### config.mk
export PLATFORM = sky130hd
export DESIGN_NAME = stq_block
export DESIGN_NICKNAME = d
export VERILOG_FILES = /design/src/verilog/stq_pkg.sv /design/src/verilog/stq_block.sv /design/src/verilog/stq_thr_check.sv
export VERILOG_INCLUDE_DIRS = /design/src /design/src/verilog
export SDC_FILE = /design/constraint.sdc
export NUM_CORES = 2
export LEC_CHECK = 0
export BUFFER_PORTS_ARGS = -buffer_cell sky130_fd_sc_hd__buf_2
export CELL_PAD_IN_SITES_DETAIL_PLACEMENT = 0
export CELL_PAD_IN_SITES_GLOBAL_PLACEMENT = 1
export CORE_MARGIN = 5
export CORE_UTILIZATION = 46
export DETAILED_ROUTE_END_ITERATION = 8
export GPL_ROUTABILITY_DRIVEN = 0
export PLACE_DENSITY = 0.76
export SLEW_MARGIN = 20
export SYNTH_ARGS = -nofsm -noshare
export SYNTH_HDL_FRONTEND = slang
export SYNTH_SLANG_ARGS = --single-unit
### constraint.sdc
create_clock -name sys_clk -period 3.4 [get_ports sys_clk]
set_input_delay 1.02 -clock sys_clk [delete_from_list [all_inputs] [get_ports sys_clk]]
set_output_delay 1.02 -clock sys_clk [all_outputs]
set_load 0.02 [all_outputs]
### src/verilog/stq_regs.svh
// address map, field positions and timing constants of the statistics/queue/timer block
`ifndef STQ_REGS_SVH
`define STQ_REGS_SVH

// ==========================================================================
// host address map (host_bus_address units, one 32-bit entry per two units)
`define STQ_MP_REGS_END   18'h20000
`define STQ_MP_CTRL_ONE   18'h00000
`define STQ_MP_CTRL_TWO   18'h00002
`define STQ_MP_STAT_ONE   18'h00004
`define STQ_MP_STAT_TWO   18'h00006
`define STQ_MP_TMR_BASE   18'h26000
`define STQ_MP_INS_BASE   18'h26020

// ==========================================================================
// ram_word_address region prefixes for the engine's own accesses
`define STQ_RW_CNT_BASE   4'h0
`define STQ_RW_THR_BASE   4'h1
`define STQ_RW_Q_BASE     4'h2

// ==========================================================================
// entry fields
`define STQ_CNT_MAX       31'h40000000
`define STQ_FLAG_BIT      31
`define STQ_VAL31_MSB     30
`define STQ_QNE_BIT       15
`define STQ_QIDX_MSB      11
`define STQ_QHI_LSB       16
`define STQ_TEN_BIT       15
`define STQ_TVAL_MSB      14
`define STQ_TMR_REST      15'h7FFF
`define STQ_TMR_ZERO      15'h0000
`define STQ_TMRS_PER_SET  8
`define STQ_HDR_WORD      4'h0

// ==========================================================================
// timer tick: 12 x 512 system clock periods
`define STQ_TICK_MUL      12
`define STQ_TICK_BASE     512

`endif

### src/verilog/stq_pkg.sv
// types shared by the statistics/queue/timer block
package stq_pkg;
    `include "stq_regs.svh"

    // bus side: idle, ram access issued, ram data present
    typedef enum logic [1:0] {
        BUS_IDLE  = 2'b00,
        BUS_RAM_A = 2'b01,
        BUS_RAM_B = 2'b11
    } stq_bus_st_t;

    // threshold engine, gray along counter read, threshold read, queue write
    typedef enum logic [2:0] {
        ENG_IDLE  = 3'b000,
        ENG_CNT_A = 3'b001,
        ENG_CNT_B = 3'b011,
        ENG_THR_A = 3'b010,
        ENG_THR_B = 3'b110,
        ENG_QWR   = 3'b111
    } stq_eng_st_t;

    typedef struct packed {
        stq_bus_st_t        bus;
        stq_eng_st_t        eng;
        logic               pready;
        logic               pslverr;
        logic [31:0]        prdata;
        logic               ram_en;
        logic               ram_we;
        logic [15:0]        ram_addr;
        logic [31:0]        ram_wdata;
        logic               evt_ready;
        logic [11:0]        evt_idx;
        logic [31:0]        cnt_entry;
        logic [11:0]        q_wptr;
        logic               set_one_en;
        logic               set_two_en;
        logic [7:0]         int_status_one;
        logic [7:0]         int_status_two;
        logic               irq1;
        logic               irq2;
        logic [12:0]        presc;
        logic [15:0][15:0]  timers;
        logic [15:0][31:0]  ins_buf;
    } stq_state_t;
endpackage

### src/verilog/stq_block.sv
// statistics threshold engine, interrupt queue writer, countdown timers and ram window
//
// Local design decisions: the register addresses and the APB slave port.
`timescale 1ns/1ps
`include "stq_regs.svh"
module stq_block
    import stq_pkg::*;
#(
    parameter int unsigned TICK_CYCLES = `STQ_TICK_MUL * `STQ_TICK_BASE
)(
    input  wire logic        sys_clk,             // system clock, 200 MHz
    input  wire logic        arst_n,              // asynchronous reset, active low
    input  wire logic        psel,                // apb select
    input  wire logic        penable,             // apb access phase
    input  wire logic        pwrite,              // apb direction, high for write
    input  wire logic [19:0] paddr,               // apb byte address
    input  wire logic [31:0] pwdata,              // apb write data
    output logic      [31:0] prdata,              // apb read data
    output logic             pready,              // apb ready
    output logic             pslverr,             // apb error, unmapped address
    output logic             ram_en,              // ram strobe
    output logic             ram_we,              // ram write
    output logic      [15:0] ram_word_address,    // ram 32-bit word index
    output logic      [31:0] ram_wdata,           // ram write data
    input  wire logic [31:0] ram_rdata,           // ram read data, cycle after strobe
    input  wire logic        stat_event_valid,    // counter increment request
    input  wire logic [11:0] stat_event_index,    // port, channel, counter of request
    output logic             stat_event_ready,    // request taken when both high
    output logic             host_interrupt_one,  // set one timer status pending
    output logic             host_interrupt_two,  // set two timer status pending
    output logic      [31:0] insert_header_word   // header for cell insertion
);
    // ======================================================================
    // constants
    localparam logic [17:0] MP_TMR    = `STQ_MP_TMR_BASE;
    localparam logic [17:0] MP_INS    = `STQ_MP_INS_BASE;
    localparam logic [12:0] TICK_LAST = 13'(TICK_CYCLES - 1);
    // ======================================================================
    // state
    stq_state_t st;
    stq_state_t next_st;

    logic [17:0] mp;
    logic [3:0]  widx;
    logic        acc;
    logic        in_regs;
    logic        in_tmr;
    logic        in_ins;
    logic        in_ext;
    logic        tmr_wr;
    logic        evt_take;
    logic        eng_free;
    logic        tick;
    logic [15:0] expired;
    logic [7:0]  clr1;
    logic [7:0]  clr2;
    logic [31:0] chk_count;
    logic        chk_hit;

    // address decode, host_bus_address is the byte address halved
    assign mp       = paddr[18:1];
    assign widx     = paddr[5:2];
    assign acc      = psel && penable && !st.pready && (st.bus == BUS_IDLE);
    assign in_regs  = mp < `STQ_MP_REGS_END;
    assign in_tmr   = mp[17:5] == MP_TMR[17:5];
    assign in_ins   = mp[17:5] == MP_INS[17:5];
    assign in_ext   = !paddr[19] && !in_regs && !in_tmr && !in_ins;
    assign tmr_wr   = acc && !paddr[19] && in_tmr && pwrite;
    assign evt_take = stat_event_valid && st.evt_ready;
    assign eng_free = (st.eng == ENG_IDLE) && !evt_take;
    assign tick     = st.presc == TICK_LAST;

    stq_thr_check u_chk (
        .count_entry      (st.cnt_entry),
        .thres_entry      (ram_rdata),
        .next_count_entry (chk_count),
        .hit              (chk_hit)
    );

    // ======================================================================
    // next state
    always_comb begin
        next_st         = st;
        expired         = 16'h0000;
        clr1            = 8'h00;
        clr2            = 8'h00;
        next_st.pready  = 1'b0;
        next_st.pslverr = 1'b0;
        next_st.ram_en  = 1'b0;
        next_st.ram_we  = 1'b0;

        // prescaler runs freely so every timer shares one tick phase
        next_st.presc = tick ? 13'h0000 : 13'(st.presc + 13'h0001);

        // countdown; expiry is the decrement from zero, which parks at 7FFFH
        for (int i = 0; i < 16; i++) begin
            if (tick && st.timers[i][`STQ_TEN_BIT] &&
                ((i >= `STQ_TMRS_PER_SET) ? st.set_one_en : st.set_two_en)) begin
                if (st.timers[i][`STQ_TVAL_MSB:0] == `STQ_TMR_ZERO) begin
                    next_st.timers[i] = {1'b0, `STQ_TMR_REST};
                    expired[i]        = 1'b1;
                end else begin
                    next_st.timers[i][`STQ_TVAL_MSB:0] =
                        15'(st.timers[i][`STQ_TVAL_MSB:0] - 15'h0001);
                end
            end
        end

        // host bus; a software write to a timer overrides the tick update
        unique case (st.bus)
            BUS_IDLE: begin
                if (acc) begin
                    if (paddr[19]) begin
                        next_st.pready  = 1'b1;
                        next_st.pslverr = 1'b1;
                    end else if (in_regs) begin
                        next_st.pready = 1'b1;
                        next_st.prdata = 32'h00000000;
                        case (mp)
                            `STQ_MP_CTRL_ONE: begin
                                if (pwrite) begin
                                    next_st.set_one_en = pwdata[0];
                                end
                                next_st.prdata[0] = st.set_one_en;
                            end
                            `STQ_MP_CTRL_TWO: begin
                                if (pwrite) begin
                                    next_st.set_two_en = pwdata[0];
                                end
                                next_st.prdata[0] = st.set_two_en;
                            end
                            `STQ_MP_STAT_ONE: begin
                                if (pwrite) begin
                                    clr1 = pwdata[7:0];
                                end
                                next_st.prdata[7:0] = st.int_status_one;
                            end
                            `STQ_MP_STAT_TWO: begin
                                if (pwrite) begin
                                    clr2 = pwdata[7:0];
                                end
                                next_st.prdata[7:0] = st.int_status_two;
                            end
                            default: begin
                                next_st.pslverr = 1'b1;
                            end
                        endcase
                    end else if (in_tmr) begin
                        next_st.pready = 1'b1;
                        if (pwrite) begin
                            next_st.timers[widx] = pwdata[15:0];
                        end
                        next_st.prdata = {16'h0000, st.timers[widx]};
                    end else if (in_ins) begin
                        next_st.pready = 1'b1;
                        if (pwrite) begin
                            next_st.ins_buf[widx] = pwdata;
                        end
                        next_st.prdata = st.ins_buf[widx];
                    end else if (eng_free) begin
                        // ram regions: word index is the host address halved again
                        next_st.ram_en    = 1'b1;
                        next_st.ram_we    = pwrite;
                        next_st.ram_addr  = paddr[17:2];
                        next_st.ram_wdata = pwdata;
                        next_st.bus       = BUS_RAM_A;
                    end
                end
            end
            BUS_RAM_A: begin
                next_st.bus = BUS_RAM_B;
            end
            BUS_RAM_B: begin
                if (!pwrite) begin
                    next_st.prdata = ram_rdata;
                end
                next_st.pready = 1'b1;
                next_st.bus    = BUS_IDLE;
            end
        endcase

        // threshold engine: read counter, read threshold, write back, append
        unique case (st.eng)
            ENG_IDLE: begin
                if (evt_take) begin
                    next_st.evt_idx  = stat_event_index;
                    next_st.ram_en   = 1'b1;
                    next_st.ram_addr = {`STQ_RW_CNT_BASE, stat_event_index};
                    next_st.eng      = ENG_CNT_A;
                end
            end
            ENG_CNT_A: begin
                next_st.eng = ENG_CNT_B;
            end
            ENG_CNT_B: begin
                next_st.cnt_entry = ram_rdata;
                next_st.ram_en    = 1'b1;
                next_st.ram_addr  = {`STQ_RW_THR_BASE, st.evt_idx};
                next_st.eng       = ENG_THR_A;
            end
            ENG_THR_A: begin
                next_st.eng = ENG_THR_B;
            end
            ENG_THR_B: begin
                next_st.ram_en    = 1'b1;
                next_st.ram_we    = 1'b1;
                next_st.ram_addr  = {`STQ_RW_CNT_BASE, st.evt_idx};
                next_st.ram_wdata = chk_count;
                next_st.eng       = chk_hit ? ENG_QWR : ENG_IDLE;
            end
            ENG_QWR: begin
                next_st.ram_en    = 1'b1;
                next_st.ram_we    = 1'b1;
                next_st.ram_addr  = {`STQ_RW_Q_BASE, st.q_wptr};
                next_st.ram_wdata = 32'h00000000;
                next_st.ram_wdata[`STQ_QNE_BIT]     = 1'b1;
                next_st.ram_wdata[`STQ_QIDX_MSB:0]  = st.evt_idx;
                next_st.q_wptr    = 12'(st.q_wptr + 12'h001);
                next_st.eng       = ENG_IDLE;
            end
            default: begin
                next_st.eng = ENG_IDLE;
            end
        endcase

        // events are refused while the host bus holds or wants the ram
        next_st.evt_ready = (next_st.eng == ENG_IDLE) && (next_st.bus == BUS_IDLE) && !psel;

        // status: write-one-to-clear, a same-cycle expiry wins over the clear
        next_st.int_status_one = (st.int_status_one & ~clr1) | expired[15:8];
        next_st.int_status_two = (st.int_status_two & ~clr2) | expired[7:0];
        next_st.irq1 = |next_st.int_status_one;
        next_st.irq2 = |next_st.int_status_two;
    end

    // ======================================================================
    // registers; group enables start off so no timer runs before set-up
    always_ff @(posedge sys_clk or negedge arst_n) begin
        if (!arst_n) begin
            st <= '0;
        end else begin
            st <= next_st;
        end
    end

    // outputs come straight from the state flops
    assign prdata             = st.prdata;
    assign pready             = st.pready;
    assign pslverr            = st.pslverr;
    assign ram_en             = st.ram_en;
    assign ram_we             = st.ram_we;
    assign ram_word_address   = st.ram_addr;
    assign ram_wdata          = st.ram_wdata;
    assign stat_event_ready   = st.evt_ready;
    assign host_interrupt_one = st.irq1;
    assign host_interrupt_two = st.irq2;
    assign insert_header_word = st.ins_buf[`STQ_HDR_WORD];
endmodule

### src/verilog/stq_thr_check.sv
// saturating counter increment and threshold match for one statistics counter
`timescale 1ns/1ps
`include "stq_regs.svh"
module stq_thr_check
    import stq_pkg::*;
(
    input  wire logic [31:0] count_entry,      // counter entry as read from ram
    input  wire logic [31:0] thres_entry,      // threshold entry as read from ram
    output logic      [31:0] next_count_entry, // entry to write back
    output logic             hit               // queue entry must be produced
);
    logic        sat;
    logic [30:0] inc;
    logic        reachable;

    // counter stops at its maximum instead of wrapping
    assign sat = count_entry[`STQ_VAL31_MSB:0] >= `STQ_CNT_MAX;
    assign inc = sat ? `STQ_CNT_MAX : 31'(count_entry[`STQ_VAL31_MSB:0] + 31'h00000001);

    // thresholds past the maximum can never be reached, so they are ignored
    assign reachable = thres_entry[`STQ_VAL31_MSB:0] <= `STQ_CNT_MAX;

    // active, not yet reported and equal: report once
    assign hit = thres_entry[`STQ_FLAG_BIT] && !count_entry[`STQ_FLAG_BIT] && reachable
                 && (inc == thres_entry[`STQ_VAL31_MSB:0]);
    assign next_count_entry = {count_entry[`STQ_FLAG_BIT] | hit, inc};
endmodule

==> summary.md <==
| Metric | Value |
|---|---|
| Avg Inst Size Synth | `11.6 um^2` |
| IR Drop Worst-Case VDD | `0.496 mV` |
| Count of antenna-violating nets left after detailed routing | `0` |
| Unrepaired setup endpoints after global routing | `no` |
| Clock Latency Late Sink | `0.71 ns` |
| Sequential area share after synthesis | `48.2%` |
| Result of the run | `finished clean` |
| Total number of placement rows | `119` |
| Number of H-tree levels | `3` |
| Async SR Flop Fraction | `100%` |
| Filler-free cell count of the finished design | `5952` |
| Peak fanout along the critical path | `5` |
| Source of the worst register-to-register timing path | `st[823]$_DFFE_PN0P_` |
| # fillers | `9055` |
| CP Capture Type | `register` |
| Reg clk slew, reported paths | `0.06 ns` |
| Number of pins exceeding their max-slew limit in the final report | `0` |
| Worst slew margin relative to its limit | `24.2%` |
| Vias post-DR | `35.9k` |
| Post-DR vias/cell | `6.03` |
| Layout overhead on the synthesized area | `15.8%` |
| Unique masters post-synth | `76` |
| Final cell utilization of the core | `53.8%` |
| Dominant cell by count in the synthesized netlist | `sky130_fd_sc_hd__dfrtp_1` |
| Effective utilization at floorplan | `46.5%` |
| Top-Level Pins | `221` |
| Max Cap Violations | `0` |
| Number of clock buffers inserted by TritonCTS | `101` |
| Cell count after synthesis | `4222` |
| Die X-Extent | `337 um` |
| Number of detailed-routing iterations run before antenna repair | `6` |
| Share of post-route cells with drive strength above 1 | `34.0%` |
| CP Class | `reg -> reg` |
| CTS tree | `built` |
| Root buffer selected by CTS | `sky130_fd_sc_hd__clkbuf_16` |
| Mapped Area | `0.0491 mm^2` |
| Leakage | `0.0248 uW` |
| Worst setup path startpoint | `st[823]$_DFFE_PN0P_` |
| Required time of the critical path | `3.97 ns` |
| Sw Ratio | `29.8%` |
| Sequence of cells on the critical path | `nand4_4, or4_1, o31a_1, or4_1, a211oi_2, o32ai_1, or4_4, o21a_1` |
| Internal portion of total power | `20300 uW` |
| Routed wire length | `158000 um` |
| Longest Clk Path Bufs | `3` |
| Count of yosys warnings during synthesis | `0` |
| Power density over cell area | `508 mW/mm^2` |
| CP Data Arrival Time | `3.86 ns` |
| Number of hold buffers added after CTS | `0` |
| Largest area contributor in the synthesized netlist | `sky130_fd_sc_hd__dfrtp_1` |
| Area of the die | `0.113 mm^2` |
| Most used flip-flop cell after synthesis | `sky130_fd_sc_hd__dfrtp_1` |
| Power consumption | `28900 uW` |
| Syn Nets | `4347` |
| Post-detailed-route wirelength per cell | `26.5 um` |
| Maximum clock frequency | `305 MHz` |
| Max stage delay cell, worst path | `sky130_fd_sc_hd__or4_1` |
| Actual transition at the worst max-transition pin | `1.14 ns` |
| DP Cell Count | `5766` |
| Post-Route Hold Slack | `0.254 ns` |
| Worst Clk Skew | `0.0394 ns` |
| Net switching power | `8600 uW` |
| CP bufs+invs | `0` |
| Cell types with the largest area share after synthesis | `sky130_fd_sc_hd__dfrtp_1 (48%), sky130_fd_sc_hd__mux2_2 (12%), sky130_fd_sc_hd__mux4_2 (11%), sky130_fd_sc_hd__nand2_1 (3.0%), sky130_fd_sc_hd__xnor2_1 (2.4%)` |
| Global router's overall resource usage | `27.6%` |
| Final worst-path cycle share | `96.6%` |
| Min Tclk post-route | `3.28 ns` |
| Clock sink count | `947` |
| Initial DRC count | `3586` |
| Largest net degree at the start of global routing | `115` |
| Half-perimeter wire length of the detailed placement result | `112000 um` |
| Crit-path leading delay family | `simple AND/OR/NAND/NOR gates` |
| Core footprint | `0.106 mm^2` |
| Synth cell count leaders | `sky130_fd_sc_hd__dfrtp_1 (947), sky130_fd_sc_hd__mux2_2 (528), sky130_fd_sc_hd__nand2_1 (389)` |
| Yosys reg bits | `947` |
| Number of buffers added on ports | `219` |
| Count of flip-flops with a built-in enable after synthesis | `0` |
| Vias in the first global route | `35.7k` |
| Post-synth top area share | `48.2%` |
| Critical Path Source Type | `register` |
| Class of the most critical hold timing path | `in -> async` |
| Maximum single-stage delay on the critical path | `0.65 ns` |
| Top cell by count, worst path | `sky130_fd_sc_hd__or4_1` |
| Layout net count | `4604` |
| Share of total power in sequential cells | `43.2%` |
| Final cell area excluding filler cells | `0.0569 mm^2` |
| Final number of setup-violating endpoints | `0` |
| Residual overflow from global routing | `0` |
| Flop2flop setup slack | `0.12 ns` |
| Relative contribution of the clock network to total power | `39.2%` |
| DRC violations left | `0` |
| Initial antenna violation count | `6` |
| Number of hold-slack violations in the final timing report | `0` |
| Vert. Die Dim | `337 um` |
| Instance area after placement | `0.0535 mm^2` |
| First-pass GRT wire length | `236000 um` |
| Fraction of power consumed by combinational cells | `17.6%` |
## power groups by stage
| stage | clock network [uW] | logic (uW) | registers, uW |
|---|---|---|---|
| 2_1_floorplan | 0 | 3370 | 12500 |
| 3_3_place_gp | 0 | 4970 | 12700 |
| 3_5_place_dp | 0 | 5020 | 12700 |
| 4_1_cts | 11500 | 5040 | 12500 |
| 5_1_grt | 11900 | 5490 | 12600 |
| 6_report | 11300 | 5080 | 12500 |
## worst register-to-register path, cell delays in order (launching register included)
cell                       delay, ns
sky130_fd_sc_hd__dfrtp_1        0.39
sky130_fd_sc_hd__nand4_4        0.14
sky130_fd_sc_hd__or4_1          0.65
sky130_fd_sc_hd__o31a_1         0.33
sky130_fd_sc_hd__or4_1          0.53
sky130_fd_sc_hd__a211oi_2       0.22
sky130_fd_sc_hd__o32ai_1        0.15
sky130_fd_sc_hd__or4_4          0.57
sky130_fd_sc_hd__o21a_1         0.20
## cell usage in the layout, fill, tap and decap left out, types with 101 or more instances in the layout
| master | n |
|---|---|
| sky130_fd_sc_hd__nand2_1 | 374 |
| sky130_fd_sc_hd__buf_2 | 214 |
| sky130_fd_sc_hd__nor2_1 | 289 |
| sky130_fd_sc_hd__dfrtp_1 | 947 |
| sky130_fd_sc_hd__o21ai_0 | 203 |
| sky130_fd_sc_hd__mux4_2 | 241 |
| sky130_fd_sc_hd__xnor2_1 | 134 |
| sky130_fd_sc_hd__mux2_2 | 528 |
| sky130_fd_sc_hd__a21oi_1 | 160 |
| sky130_fd_sc_hd__buf_4 | 279 |
| sky130_fd_sc_hd__xor2_1 | 103 |
| sky130_fd_sc_hd__clkbuf_16 | 101 |
## final cells by class
class	count	area, um^2	area share, %
flip-flops and latches	947	23700	41.6
multi-input cells	2815	23400	41.1
repair buffers	560	4490	7.89
clock buffers	141	2920	5.13
well taps	1391	1740	3.06
clock inverters	42	488	0.857
inverters	54	203	0.356
diodes	2	5.00	0.00879
## per-stage QoR
step                TNS (ns)  setup WS (ns)
floorplan                  0         0.0578
global placement      -32.51         -0.291
detailed placement    -29.97         -0.328
CTS                        0         0.0851
global route               0        0.00953
finish                     0          0.117
## final timing paths
| check | end | cells past startpoint |
|---|---|---|
| max reg2reg | stat_event_ready$_DFF_PN0_ | 8 |
| max in group asynchronous | st[822]$_DFFE_PN0P_ | 2 |
| min | st[697]$_DFF_PN0_ | 1 |
| min in group sys_clk | register | 2 |
| max | stat_event_ready$_DFF_PN0_ | 8 |
| min reg2reg | register | 2 |
## repair_timing
item,4_1_cts,5_1_grt
setup endpoints to repair,0,15
setup buffers,0,1
gates resized for setup,0,5
## layer usage
layer  track usage [%]  vias up  share of wire [%]  routed length, um
met4              8.78        2                3.3               5270
met2              42.3     1381                 45              71400
met1              39.8    18500                 43              68300
li1                  -    15800                  -                  -
met5                 0        -             0.0083                 13
met3              5.94      249                8.0              12600
## logic make-up after synthesis
kind of cell | Yosys count | synth area share, %
AO/OA/AOI/OAI | 585 | 7.26
XOR/XNOR | 238 | 4.27
adder cells (fa/ha/maj) | 23 | 0.586
buffers and inverters | 460 | 4.38
flip-flops | 947 | 48.2
multiplexers | 811 | 24.0
AND/OR/NAND/NOR | 1158 | 11.3
(Power assumes the default switching activity.)
